File: src/verilog/fqx_pkg.sv
`default_nettype none
package fqx_pkg;
    // query word addresses of the extended table
    localparam logic [7:0] FQX_ADDR_FIRST = 8'h31;
    localparam logic [7:0] FQX_ADDR_LAST = 8'h45;
    localparam logic [7:0] FQX_ADDR_VER_MAJOR = 8'h34;
    localparam logic [7:0] FQX_ADDR_VER_MINOR = 8'h35;
    localparam logic [7:0] FQX_ADDR_FEAT_LO = 8'h36;
    localparam logic [7:0] FQX_ADDR_FEAT_HI = 8'h37;
    localparam logic [7:0] FQX_ADDR_SUSPEND = 8'h3a;
    localparam logic [7:0] FQX_ADDR_BLK_CAP = 8'h3b;
    localparam logic [7:0] FQX_ADDR_OTP = 8'h3f;
    localparam logic [7:0] FQX_ADDR_BURST_CFG = 8'h41;
    localparam logic [7:0] FQX_BLK_STATUS_OFS = 8'h02;
    // table contents
    localparam logic [15:0] FQX_VAL_P = 16'h0050;
    localparam logic [15:0] FQX_VAL_R = 16'h0052;
    localparam logic [15:0] FQX_VAL_I = 16'h0049;
    localparam logic [15:0] FQX_VAL_FEAT_LO = 16'h008e;
    localparam logic [15:0] FQX_VAL_FEAT_HI = 16'h0001;
    localparam logic [15:0] FQX_VAL_SUSPEND = 16'h0001;
    localparam logic [15:0] FQX_VAL_BLK_CAP = 16'h0001;
    localparam logic [15:0] FQX_VAL_VOPT = 16'h0033;
    localparam logic [15:0] FQX_VAL_OTP_AREA = 16'h0002;
    localparam logic [15:0] FQX_VAL_PAGE = 16'h0004;
    localparam logic [15:0] FQX_VAL_SYNC_FIELDS = 16'h0004;
    localparam logic [15:0] FQX_VAL_BURST2 = 16'h0000;
    localparam logic [15:0] FQX_VAL_BURST4 = 16'h0001;
    localparam logic [15:0] FQX_VAL_BURST8 = 16'h0002;
    localparam logic [15:0] FQX_VAL_BURST_CONT = 16'h0007;
    localparam logic [15:0] FQX_UPPER_ZERO = 16'h0000;
    // register map
    localparam logic [3:0] FQX_REG_CTRL = 4'h0;
    localparam logic [3:0] FQX_REG_ADDR = 4'h4;
    localparam logic [3:0] FQX_REG_DATA = 4'h8;
    localparam logic [3:0] FQX_REG_PROT = 4'hc;
    localparam int FQX_CTRL_QUERY_BIT = 0;
    localparam int FQX_CTRL_WIDE_BIT = 1;
    localparam logic [1:0] FQX_CTRL_RESET = 2'h0;
    localparam int FQX_BLOCKS = 128;
    localparam logic [31:0] FQX_UNMAPPED = 32'h0000_0000;
endpackage
`default_nettype wire

File: src/verilog/fqx_rom.sv
`timescale 1ns/1ns
`default_nettype none
module fqx_rom
    import fqx_pkg::*;
(
    input wire logic [7:0] addr,
    output logic [15:0] data,
    output logic hit
);
    // version words of the extended table
    localparam logic [15:0] VERSION_CODE = 16'h0011; // arbitrary value

    // constant extended table lookup
    always_comb begin
        hit = 1'b1;
        case (addr)
            FQX_ADDR_FIRST: data = FQX_VAL_P; // RULE1
            FQX_ADDR_FIRST + 8'h01: data = FQX_VAL_R; // RULE1
            FQX_ADDR_FIRST + 8'h02: data = FQX_VAL_I; // RULE1
            FQX_ADDR_VER_MAJOR: data = VERSION_CODE;
            FQX_ADDR_VER_MINOR: data = VERSION_CODE;
            FQX_ADDR_FEAT_LO: data = FQX_VAL_FEAT_LO; // RULE3
            FQX_ADDR_FEAT_HI: data = FQX_VAL_FEAT_HI; // RULE4
            FQX_ADDR_SUSPEND: data = FQX_VAL_SUSPEND; // RULE5
            FQX_ADDR_BLK_CAP: data = FQX_VAL_BLK_CAP; // RULE6
            FQX_ADDR_BLK_CAP + 8'h02: data = FQX_VAL_VOPT;
            FQX_ADDR_BLK_CAP + 8'h03: data = FQX_VAL_VOPT;
            FQX_ADDR_OTP: data = FQX_VAL_OTP_AREA; // RULE7
            FQX_ADDR_OTP + 8'h01: data = FQX_VAL_PAGE;
            FQX_ADDR_BURST_CFG: data = FQX_VAL_SYNC_FIELDS; // RULE8
            FQX_ADDR_BURST_CFG + 8'h01: data = FQX_VAL_BURST2; // RULE8
            FQX_ADDR_BURST_CFG + 8'h02: data = FQX_VAL_BURST4; // RULE8
            FQX_ADDR_BURST_CFG + 8'h03: data = FQX_VAL_BURST8; // RULE8
            FQX_ADDR_BURST_CFG + 8'h04: data = FQX_VAL_BURST_CONT; // RULE8
            FQX_ADDR_FEAT_HI + 8'h01,
            FQX_ADDR_FEAT_HI + 8'h02,
            FQX_ADDR_BLK_CAP + 8'h01: data = 16'h0000;
            default: begin
                data = 16'h0000;
                hit = 1'b0;
            end
        endcase
    end
endmodule // fqx_rom
`default_nettype wire

File: src/verilog/fqx_top.sv
// Function
// RULE1: query reads at 31h..33h return P, R, I in the low byte, zeros elsewhere.
// RULE2: in x16 the upper data lines float on query reads; in wide mode they read 0000h.
// RULE3: the first feature word reads 008Eh.
// RULE4: the second feature word reads 0001h (synchronous read supported).
// RULE5: the suspend word reads 0001h, program allowed during erase suspend.
// RULE6: the block status capability word reads 0001h.
// RULE7: the OTP protection type reads 02h, a full OTP area.
// RULE8: burst codes read 0004h, 0000h, 0001h, 0002h and 0007h at 41h..45h.
// RULE9: the host clears the status register after an error before new program or erase.
// RULE10: block base plus two reads bit 0 as the block protect state, other bits zero.
// RULE11: the table is constant, ignores writes and answers only in query mode.
//
// Local design decisions: the Avalon-MM register port and the placing of the registers.
`timescale 1ns/1ns
`default_nettype none
module fqx_top
    import fqx_pkg::*;
#(
    parameter int BLOCKS = FQX_BLOCKS
) (
    input wire logic clk,
    input wire logic resetn,
    input wire logic [3:0] avs_address,
    input wire logic avs_read,
    input wire logic avs_write,
    input wire logic [31:0] avs_writedata,
    input wire logic [3:0] avs_byteenable,
    output logic [31:0] avs_readdata,
    output logic avs_waitrequest,
    output logic [15:0] upper_data_lines_out,
    output logic upper_data_lines_oe
);
    // register state
    logic [1:0] ctrl_q;
    logic [23:0] qaddr_q;
    logic [BLOCKS-1:0] prot_q;
    logic [31:0] rdata_q;
    logic [31:0] rdata_d;

    // bus slave sequencing state
    typedef enum {
        BUS_IDLE,
        BUS_ANSWER
    } fqx_bus_state_t;
    fqx_bus_state_t bus_state_q;
    fqx_bus_state_t bus_state_d;

    // bus handshake
    logic req;
    logic ack;

    // transfer strobes
    logic rd_start;
    logic wr_take;

    // register selects and write strobes
    logic sel_ctrl;
    logic sel_addr;
    logic sel_data;
    logic sel_prot;
    logic wr_ctrl;
    logic wr_addr;
    logic wr_prot;
    logic [6:0] wr_blk;
    logic wr_state;

    // table lookup and query decode
    logic [15:0] rom_data;
    logic rom_hit;
    logic query_mode;
    logic wide_mode;
    logic [6:0] blk_idx;
    logic blk_status_sel;
    logic blk_prot;
    logic [31:0] query_word;

    // full compare of a bus address against a register offset
    function automatic logic reg_is(input logic [3:0] addr, input logic [3:0] offset);
        reg_is = (addr == offset);
    endfunction

    // mode bits of the control register
    assign query_mode = ctrl_q[FQX_CTRL_QUERY_BIT];
    assign wide_mode = ctrl_q[FQX_CTRL_WIDE_BIT];

    // block index and block status offset taken from the query address
    assign blk_idx = qaddr_q[22:16];
    assign blk_status_sel = (qaddr_q[15:0] == {8'h00, FQX_BLK_STATUS_OFS}); // RULE10
    assign blk_prot = prot_q[blk_idx];

    // fixed extended table
    fqx_rom u_rom (
        .addr(qaddr_q[7:0]),
        .data(rom_data),
        .hit(rom_hit)
    );

    // bus slave sequencing: wait in the first cycle, answer in the second
    always_comb begin
        bus_state_d = bus_state_q;
        case (bus_state_q)
            BUS_IDLE: begin
                if (req) begin
                    bus_state_d = BUS_ANSWER;
                end
            end
            BUS_ANSWER: begin
                bus_state_d = BUS_IDLE;
            end
            default: begin
                bus_state_d = BUS_IDLE;
            end
        endcase
    end

    // sequencing state register
    always_ff @(posedge clk) begin
        if (!resetn) begin
            bus_state_q <= BUS_IDLE;
        end else begin
            bus_state_q <= bus_state_d;
        end
    end

    // handshake: waitrequest stays high until the answer cycle
    assign req = avs_read | avs_write;
    assign ack = (bus_state_q == BUS_ANSWER);
    assign avs_waitrequest = req & ~ack;

    // transfer strobes
    assign rd_start = avs_read & ~ack; // read data latched in the wait cycle
    assign wr_take = avs_write & ack & avs_byteenable[0]; // write lands on the answer edge

    // register selects
    assign sel_ctrl = reg_is(avs_address, FQX_REG_CTRL);
    assign sel_addr = reg_is(avs_address, FQX_REG_ADDR);
    assign sel_data = reg_is(avs_address, FQX_REG_DATA);
    assign sel_prot = reg_is(avs_address, FQX_REG_PROT);

    // write strobes; the data register has none, so the table stays fixed
    assign wr_ctrl = wr_take & sel_ctrl;
    assign wr_addr = wr_take & sel_addr;
    assign wr_prot = wr_take & sel_prot;
    assign wr_blk = avs_writedata[6:0];
    assign wr_state = avs_writedata[8];

    // control register: query mode and bus width
    always_ff @(posedge clk) begin
        if (!resetn) begin
            ctrl_q <= FQX_CTRL_RESET;
        end else if (wr_ctrl) begin
            ctrl_q <= avs_writedata[1:0];
        end
    end

    // query word address
    always_ff @(posedge clk) begin
        if (!resetn) begin
            qaddr_q <= 24'h000000;
        end else if (wr_addr) begin
            qaddr_q <= avs_writedata[23:0];
        end
    end

    // one protect flag per block, set or cleared by index
    for (genvar b = 0; b < BLOCKS; b++) begin : g_prot
        always_ff @(posedge clk) begin
            if (!resetn) begin
                prot_q[b] <= 1'b0;
            end else if (wr_prot && (wr_blk == 7'(b))) begin
                prot_q[b] <= wr_state; // RULE10
            end
        end
    end

    // query word, zero outside query mode
    always_comb begin
        query_word = 32'h0000_0000;
        if (query_mode) begin // RULE11
            if (blk_status_sel) begin
                query_word = {31'h0, blk_prot}; // RULE10
            end else if (rom_hit) begin
                query_word = {FQX_UPPER_ZERO, rom_data}; // RULE1 RULE2
            end
        end
    end

    // read data of the selected register
    always_comb begin
        rdata_d = FQX_UNMAPPED;
        if (sel_ctrl) begin
            rdata_d = {30'h0, ctrl_q};
        end else if (sel_addr) begin
            rdata_d = {8'h00, qaddr_q};
        end else if (sel_data) begin
            rdata_d = wide_mode ? query_word : {16'h0000, query_word[15:0]}; // RULE2
        end else if (sel_prot) begin
            rdata_d = {31'h0, blk_prot}; // RULE10
        end
    end

    // read data latched in the wait cycle, held until the next read
    always_ff @(posedge clk) begin
        if (!resetn) begin
            rdata_q <= 32'h0000_0000;
        end else if (rd_start) begin
            rdata_q <= rdata_d;
        end
    end

    assign avs_readdata = rdata_q;

    // upper lines carry zero whenever they are driven
    always_ff @(posedge clk) begin
        if (!resetn) begin
            upper_data_lines_out <= 16'h0000;
        end else begin
            upper_data_lines_out <= FQX_UPPER_ZERO; // RULE2
        end
    end

    // upper lines driven only in wide query mode, floating in x16
    always_ff @(posedge clk) begin
        if (!resetn) begin
            upper_data_lines_oe <= 1'b0;
        end else begin
            upper_data_lines_oe <= query_mode & wide_mode; // RULE2
        end
    end
endmodule // fqx_top
`default_nettype wire

File: config.mk
export PLATFORM = sky130hd
export DESIGN_NAME = fqx_top
export DESIGN_NICKNAME = d
export VERILOG_FILES = /design/src/verilog/fqx_pkg.sv /design/src/verilog/fqx_rom.sv /design/src/verilog/fqx_top.sv
export SDC_FILE = /design/constraint.sdc
export NUM_CORES = 1
export LEC_CHECK = 0
export BUFFER_PORTS_ARGS = -buffer_cell sky130_fd_sc_hd__buf_2
export CAP_MARGIN = 10
export CORE_MARGIN = 8
export CORE_UTILIZATION = 50
export CTS_CLUSTER_SIZE = 24
export DETAILED_ROUTE_END_ITERATION = 8
export GPL_TIMING_DRIVEN = 0
export PLACE_DENSITY = 0.69
export SYNTH_ARGS = -nofsm -noshare
export SYNTH_HDL_FRONTEND = slang
export SYNTH_SLANG_ARGS = --single-unit
File: constraint.sdc
create_clock -name clk -period 2.85 [get_ports clk]
set_clock_uncertainty 0.05 [all_clocks]
set_input_delay 0.57 -clock clk [delete_from_list [all_inputs] [get_ports clk]]
set_output_delay 0.57 -clock clk [all_outputs]
set_load 0.01 [all_outputs]
# --- After elaboration in Yosys (flattened, before gate mapping) ---
# Index checks and enable logic that the tools add are counted.
totals:
  ff_bits: 188
  inputBits: 44
  out_inout_bits: 50
  elab_cells: 446
op_classes:
  n_lt_le_gt_ge: 1
  eq_ne: 152
  n_mux: 12
  n_bitwise: 10
  reduce_logical: 138
op_table:
  columns: ["cell", "count"]
  rows:
  - ["$eq A7 B7 Y1 const B", 64]
  - ["$eq A7 B6 Y1 const B", 32]
  - ["$logic_and A1 B1 Y1", 128]
  - ["$mux W32", 4]
  - ["$eq A8 B6 Y1 const B", 15]
  - ["$eq A7 B5 Y1 const B", 16]
  - ["$pmux W8 S10", 1]
  - ["$eq A7 B4 Y1 const B", 8]
  - ["$eq A8 B7 Y1 const B", 6]
  - ["$mux W16", 3]
  - ["$logic_not A32 Y1", 1]
  - ["$eq A7 B3 Y1 const B", 4]
  - ["$reduce_or A21 Y1", 1]
  - ["$eq A16 B2 Y1 const B", 1]
  - ["$eq A7 B2 Y1 const B", 2]
  - ["$and A1 B1 Y1", 8]
  - ["$eq A4 B4 Y1 const B", 2]
  - ["$lt A7 B8 Y1 const B", 1]
  - ["$reduce_or A2 Y1", 4]
  - ["$bmux W1 S7", 1]
  - ["$eq A7 B1 Y1 const B", 1]
  - ["$logic_not A7 Y1", 1]
  - ["$eq A4 B3 Y1 const B", 1]
  - ["$logic_not A4 Y1", 1]
  - ["5 further kinds", 7]

# --- Depth between registers and ports, before layout ---
depth:
  word_depth: 10
  mapped_depth: 9

# --- Modules after synthesis ---
# Synthesis repeated with hierarchy kept, for this count alone.
hier_totals:
  cells_unflattened: 1084
  hier_area_um2: 9212.6
modules_own_cells:
  columns: ["module", "instances", "cells_each", "area_per_inst_um2"]
  rows:
  - ["fqx_top", 1, 1033, 8881.0]
  - ["fqx_rom", 1, 51, 331.6]

# --- Least setup slack after synthesis ---
# No wires, ideal clock.
synth_timing:
  path_kind: "input-to-reg"
  from: "in avs_address[1]"
  to: "reg prot_q[118]"
  setup_ns: 0.120
  arrival_time_ns: 2.078
  t_required_ns: 2.680
  slack_ns: 0.602
  stages: 7
  path_cell_list: "or3b_1 or3_1 nor2_1 nand3_1 clkbuf_1 o21ai_1 a21boi_1"
synth_between:
  elab_chain_cells: 3
synth_rtl:
  columns: ["item", "line_no", "source"]
  rows:
  - ["start, declared", "fqx_top.sv:24", "input wire logic [3:0] avs_address,"]
  - ["$eq A4 B4 Y1", "fqx_top.sv:80", "reg_is = (addr == offset);"]
  - ["$and A1 B1 Y1", "fqx_top.sv:144", "assign wr_prot = wr_take & sel_prot;"]
  - ["$logic_and A1 B1 Y1", "fqx_top.sv:171", "end else if (wr_prot && (wr_blk == 7'(b))) begin"]
  - ["end signal, assigned by index", "fqx_top.sv:172", "prot_q[b] <= wr_state;"]
  - ["end, declared", "fqx_top.sv:37", "logic [BLOCKS-1:0] prot_q;"]
# No other way between the ends.
# A chain may end at the register's enable or synchronous reset.

# --- Worst setup path in the final report ---
layout_timing:
  from: "reg qaddr_q[17]"
  to: "reg rdata_q[0], in the netlist avs_readdata[0]"
layout_between:
  elab_chain_cells: 8
  elab_cells_between_ends: 9
  classes_between: "mux: 9"
layout_rtl:
  columns: ["item", "line_no", "source"]
  rows:
  - ["start, declared", "fqx_top.sv:36", "logic [23:0] qaddr_q;"]
  - ["start signal, assigned", "fqx_top.sv:162", "qaddr_q <= avs_writedata[23:0];"]
  - ["$bmux W1 S7 (*)", "fqx_top.sv:90", "assign blk_prot = prot_q[blk_idx];"]
  - ["$mux W1 (not written as such) (*)", "fqx_top.sv:90", null]
  - ["$mux W16", "fqx_top.sv:181", "if (blk_status_sel) begin"]
  - ["$mux W16", "fqx_top.sv:180", "if (query_mode) begin"]
  - ["$mux W32", "fqx_top.sv:197", "rdata_d = wide_mode ? query_word : {16'h0000, query_word[15:0]};"]
  - ["$mux W32 (*)", "fqx_top.sv:196", "end else if (sel_data) begin"]
  - ["$mux W32 (*)", "fqx_top.sv:194", "end else if (sel_addr) begin"]
  - ["$mux W32 (*)", "fqx_top.sv:192", "if (sel_ctrl) begin"]
  - ["end signal, assigned", "fqx_top.sv:208", "rdata_q <= rdata_d;"]
  - ["end, declared", "fqx_top.sv:38", "logic [31:0] rdata_q;"]
# Mark *: on every way between the ends. The rest lies on a longest branch, timed or not. The select of a mux whose other input is x is not followed.

==> flow_summary.rst <==
.. list-table::
   :header-rows: 1

   * - Metric
     - Value
   * - Post-synthesis share of cell area spent on and, or, nand and nor gates
     - between 10% and 20%
   * - Critical path start-end classification
     - reg -> reg
   * - CTS tree
     - done
   * - Register-to-register setup slack
     - ~0.086 ns
   * - Kind of launch point of the worst setup path
     - register
   * - Starting DRC count in detailed routing
     - 1248
   * - Mean area per synthesized cell
     - 8.53 µm²
   * - Number of warning messages in the yosys log
     - 0
   * - Endpoint class of the critical path
     - register
   * - Xor/xnor share of the synthesized area
     - less than 1%
   * - Number of distinct library cells after synthesis
     - between 60 and 70
   * - Combinational family with the most area after synthesis
     - compound AO/OA/AOI/OAI gates
   * - Worst endpoint data arrival time
     - between 3 and 4 ns
   * - HPWL after DPL
     - around 22000 µm
   * - Synth area leader
     - sky130_fd_sc_hd__dfxtp_1
   * - Crit path max fanout
     - 10
   * - Synth-to-Final Area Change
     - 14.3%
   * - Rows
     - 49
   * - Area fraction in compound gates after synthesis
     - about a quarter
   * - Core Footprint
     - roughly 18000 µm²
   * - Synthesized area
     - a little over 9000 µm²
   * - # resized after CTS
     - 0
   * - Fraction of final layout cells sized beyond drive strength 1
     - between 10 and 15%
   * - Outcome
     - complete, but fails checks
   * - Clock latency reported for the late side of the worst-skew pair
     - roughly 0.44 ns
   * - Post-layout min period
     - about 2.8 ns
   * - Total wire length after detailed routing
     - between 30000 and 40000 µm
   * - Non-filler instance count after layout
     - between 1000 and 1500
   * - Overall overflow remaining after global route
     - 0
   * - Number of hold violations in the final report
     - 0
   * - Clock sink total
     - 180
   * - Count of cells along the worst hold path
     - 3
   * - Share of the yosys chip area belonging to registers
     - between 30% and 40%
   * - Starting density of the core
     - around 51%
   * - Critical register-to-register path startpoint
     - qaddr_q[17]
   * - Final std cell area, no fill
     - just over 10000 µm²
   * - Primary flip-flop cell chosen by synthesis mapping
     - sky130_fd_sc_hd__dfxtp_1
   * - Cells taking the most area after synthesis
     - sky130_fd_sc_hd__dfxtp_1 (40%), sky130_fd_sc_hd__a21boi_1 (14%), sky130_fd_sc_hd__nand3_1 (8.8%)
   * - Commonest cells after routing, fill and taps aside
     - sky130_fd_sc_hd__dfxtp_1 (180), sky130_fd_sc_hd__a21boi_1 (170), sky130_fd_sc_hd__nand3_1 (160), sky130_fd_sc_hd__o21ai_1 (127), sky130_fd_sc_hd__nand2_1 (96)
   * - Cts bufs inserted
     - 17
   * - Placed Instances
     - ~1400
   * - Total power density per cell area
     - between 400 and 500 nW/µm²
   * - Vias in the first global route
     - roughly 8000
   * - Level count of the clock H-tree
     - 4
   * - Endpoint of the worst-slack reg-to-reg timing path
     - avs_readdata[0]
   * - Total via count after detailed routing
     - 8901
   * - Area of the die
     - about 23000 µm²
   * - Clk buf depth
     - 2
   * - Worst slew margin relative to its limit
     - approximately a fifth
   * - Hold Path Sink
     - qaddr_q[10]
   * - Overall Power
     - 5.09 mW
   * - Antenna-violating nets left
     - 0
   * - First-pass GRT wire length
     - approximately 48000 µm
   * - Maximum number of pins on one net before global-route repair
     - 17
   * - Most common library cell in the layout ignoring fill and taps
     - sky130_fd_sc_hd__dfxtp_1
   * - Average wire per standard cell
     - 22.8 µm
   * - Drc violations
     - 1
   * - Flop and latch count out of synthesis
     - 180
   * - Number of nets in the final layout
     - between 1000 and 1500
   * - Critical path data required time
     - just over 3 ns
   * - Buffer cell driving the clock tree root
     - sky130_fd_sc_hd__clkbuf_16
   * - Overall fraction of global-route tracks in use
     - 28.1%
   * - Number of buffers inserted by post-CTS setup repair
     - 0
   * - Tightest Pin Transition
     - ~1.2 ns
   * - Worst hold slack
     - 0.310 ns
   * - Count of cells along the worst register-to-register path
     - 8
   * - TNS Setup
     - 0 ns
   * - VDD IR max
     - 0.444 mV
   * - Clock input transition at the sequential cells of the worst setup and hold paths
     - approximately 0.07 ns
   * - Final number of setup-violating endpoints
     - 0
   * - Number of placed I/O pins
     - between 90 and 100
   * - Number of buffers added to fix hold violations after cts
     - 0
   * - Post-place instance area
     - roughly 10000 µm²
   * - Adder and majority cell fraction of the synthesized area
     - 0%
   * - Yosys top cell area share
     - about two fifths
   * - Leakage
     - between 3 and 4 nW
   * - Async S/R FF share, synth
     - 0%
   * - Max Transition Viols Final
     - 0
   * - Unrepaired setup endpoints after global routing
     - false
   * - Startpoint of the tightest hold check path
     - avs_writedata[10]
   * - Multiplexer share of the synthesized area
     - approximately 9%
   * - Initial antenna violation count
     - 1
   * - Weighted congestion reported at the end of routability-driven placement
     - 0.939
   * - Width of the die
     - ~150 µm
   * - Max-capacitance violation count
     - 0
   * - Maximum operating frequency
     - 362 MHz
   * - Vias per cell
     - 6.31
   * - Worst min-delay path category
     - in -> reg
   * - Port bufs
     - 57
   * - Failing checks
     - DRC
   * - Pre-Repair DR Iteration Count
     - 8
   * - Number of enable flip-flop cells after synthesis
     - 0
   * - Share of the clock period used by the worst path after layout
     - between 90% and 100%
   * - Gate Count Post-Synth
     - approximately 1100
   * - Die boundary height
     - ~150 µm
-- how the worst max path moves through the flow --
stage | start | to | cells after the start
3_3_place_gp | avs_writedata[2] | prot_q[0] | 5
3_5_place_dp | avs_address[1] | prot_q[52] | 8
5_1_grt | qaddr_q[17] | avs_readdata[0] | 8
4_1_cts | qaddr_q[17] | avs_readdata[0] | 8
6_report | qaddr_q[17] | avs_readdata[0] | 8
2_1_floorplan | avs_address[1] | prot_q[118] | 7
-- registers in the layout (all words and copies together) (netlist names) --
signal               flops
prot_q                 128
avs_readdata            24
qaddr_q                 24
ctrl_q                   2
bus_state_q              1
upper_data_lines_oe      1
-- cells by family (layout without fill, tap and decap cells) --
| kind of cell | Yosys count | in the layout |
|---|---|---|
| buffers and inverters | 118 | 213 |
| multiplexers | 48 | 48 |
| flip-flops | 180 | 180 |
| XOR/XNOR | 2 | 2 |
| other | 1 | 25 |
| AO/OA/AOI/OAI | 354 | 354 |
| AND/OR/NAND/NOR | 359 | 359 |
-- Yosys cell counts, drive strengths merged (3+ instances only) --
cell / number
dfxtp: 180
a21boi: 171
nand3: 160
o21ai: 137
nand2: 96
clkbuf: 76
nor2: 37
buf: 36
mux4: 24
mux2i: 14
nor3: 14
mux2: 10
nand2b: 10
nor2b: 10
a21oi: 6
inv: 6
nand4: 6
nor4: 5
a31oi: 4
nand3b: 4
o2111ai: 4
and3: 3
nor4bb: 3
o211ai: 3
o31ai: 3
-- layout make-up --
cell class | count | area [µm²]
tap | 229 | 287
multi-input combinational | 787 | 5020
timing repair buffer | 63 | 349
clock inverter | 10 | 77.6
clock buffer | 22 | 454
fill | 1660 | 7550
inverter | 6 | 22.5
antenna | 1 | 2.50
buffer | 112 | 542
sequential | 180 | 3600
-- power by group --
group          total (mW)  switching, mW  internal, mW
Combinational       0.359          0.246         0.113
Clock                2.21           1.07          1.15
Sequential           2.52        0.00421          2.52
Total                5.09           1.32          3.78
-- layer usage --
metal / track usage, % / vias to the layer above / wire, µm
met5: 0 / - / 0
met4: 15.2 / 0 / 1580
met3: 5.98 / 107 / 3630
met2: 41.7 / 579 / 13800
met1: 37.5 / 4172 / 13100
li1: - / 4043 / -
-- worst max-delay path, cell delays in order, from the launching register on --
cell and delay, ns:
sky130_fd_sc_hd__dfxtp_1 0.48, sky130_fd_sc_hd__buf_6 0.24, sky130_fd_sc_hd__buf_4 0.29, sky130_fd_sc_hd__buf_2 0.40, sky130_fd_sc_hd__mux4_2 0.37, sky130_fd_sc_hd__a31oi_1 0.18
sky130_fd_sc_hd__o211ai_1 0.11, sky130_fd_sc_hd__a32oi_1 0.36, sky130_fd_sc_hd__o31ai_1 0.13
-- metrics by stage --
| stage | setup WS (ns) | util [%] |
|---|---|---|
| floorplan | 0.602 | - |
| detailed placement | 0.0389 | 54.8 |
| global route | 0.109 | 57.8 |
| CTS | 0.179 | 57.8 |
| finish | 0.0856 | 57.8 |
| global placement | -0.507 | 54.3 |
(Power assumes the default switching activity.)
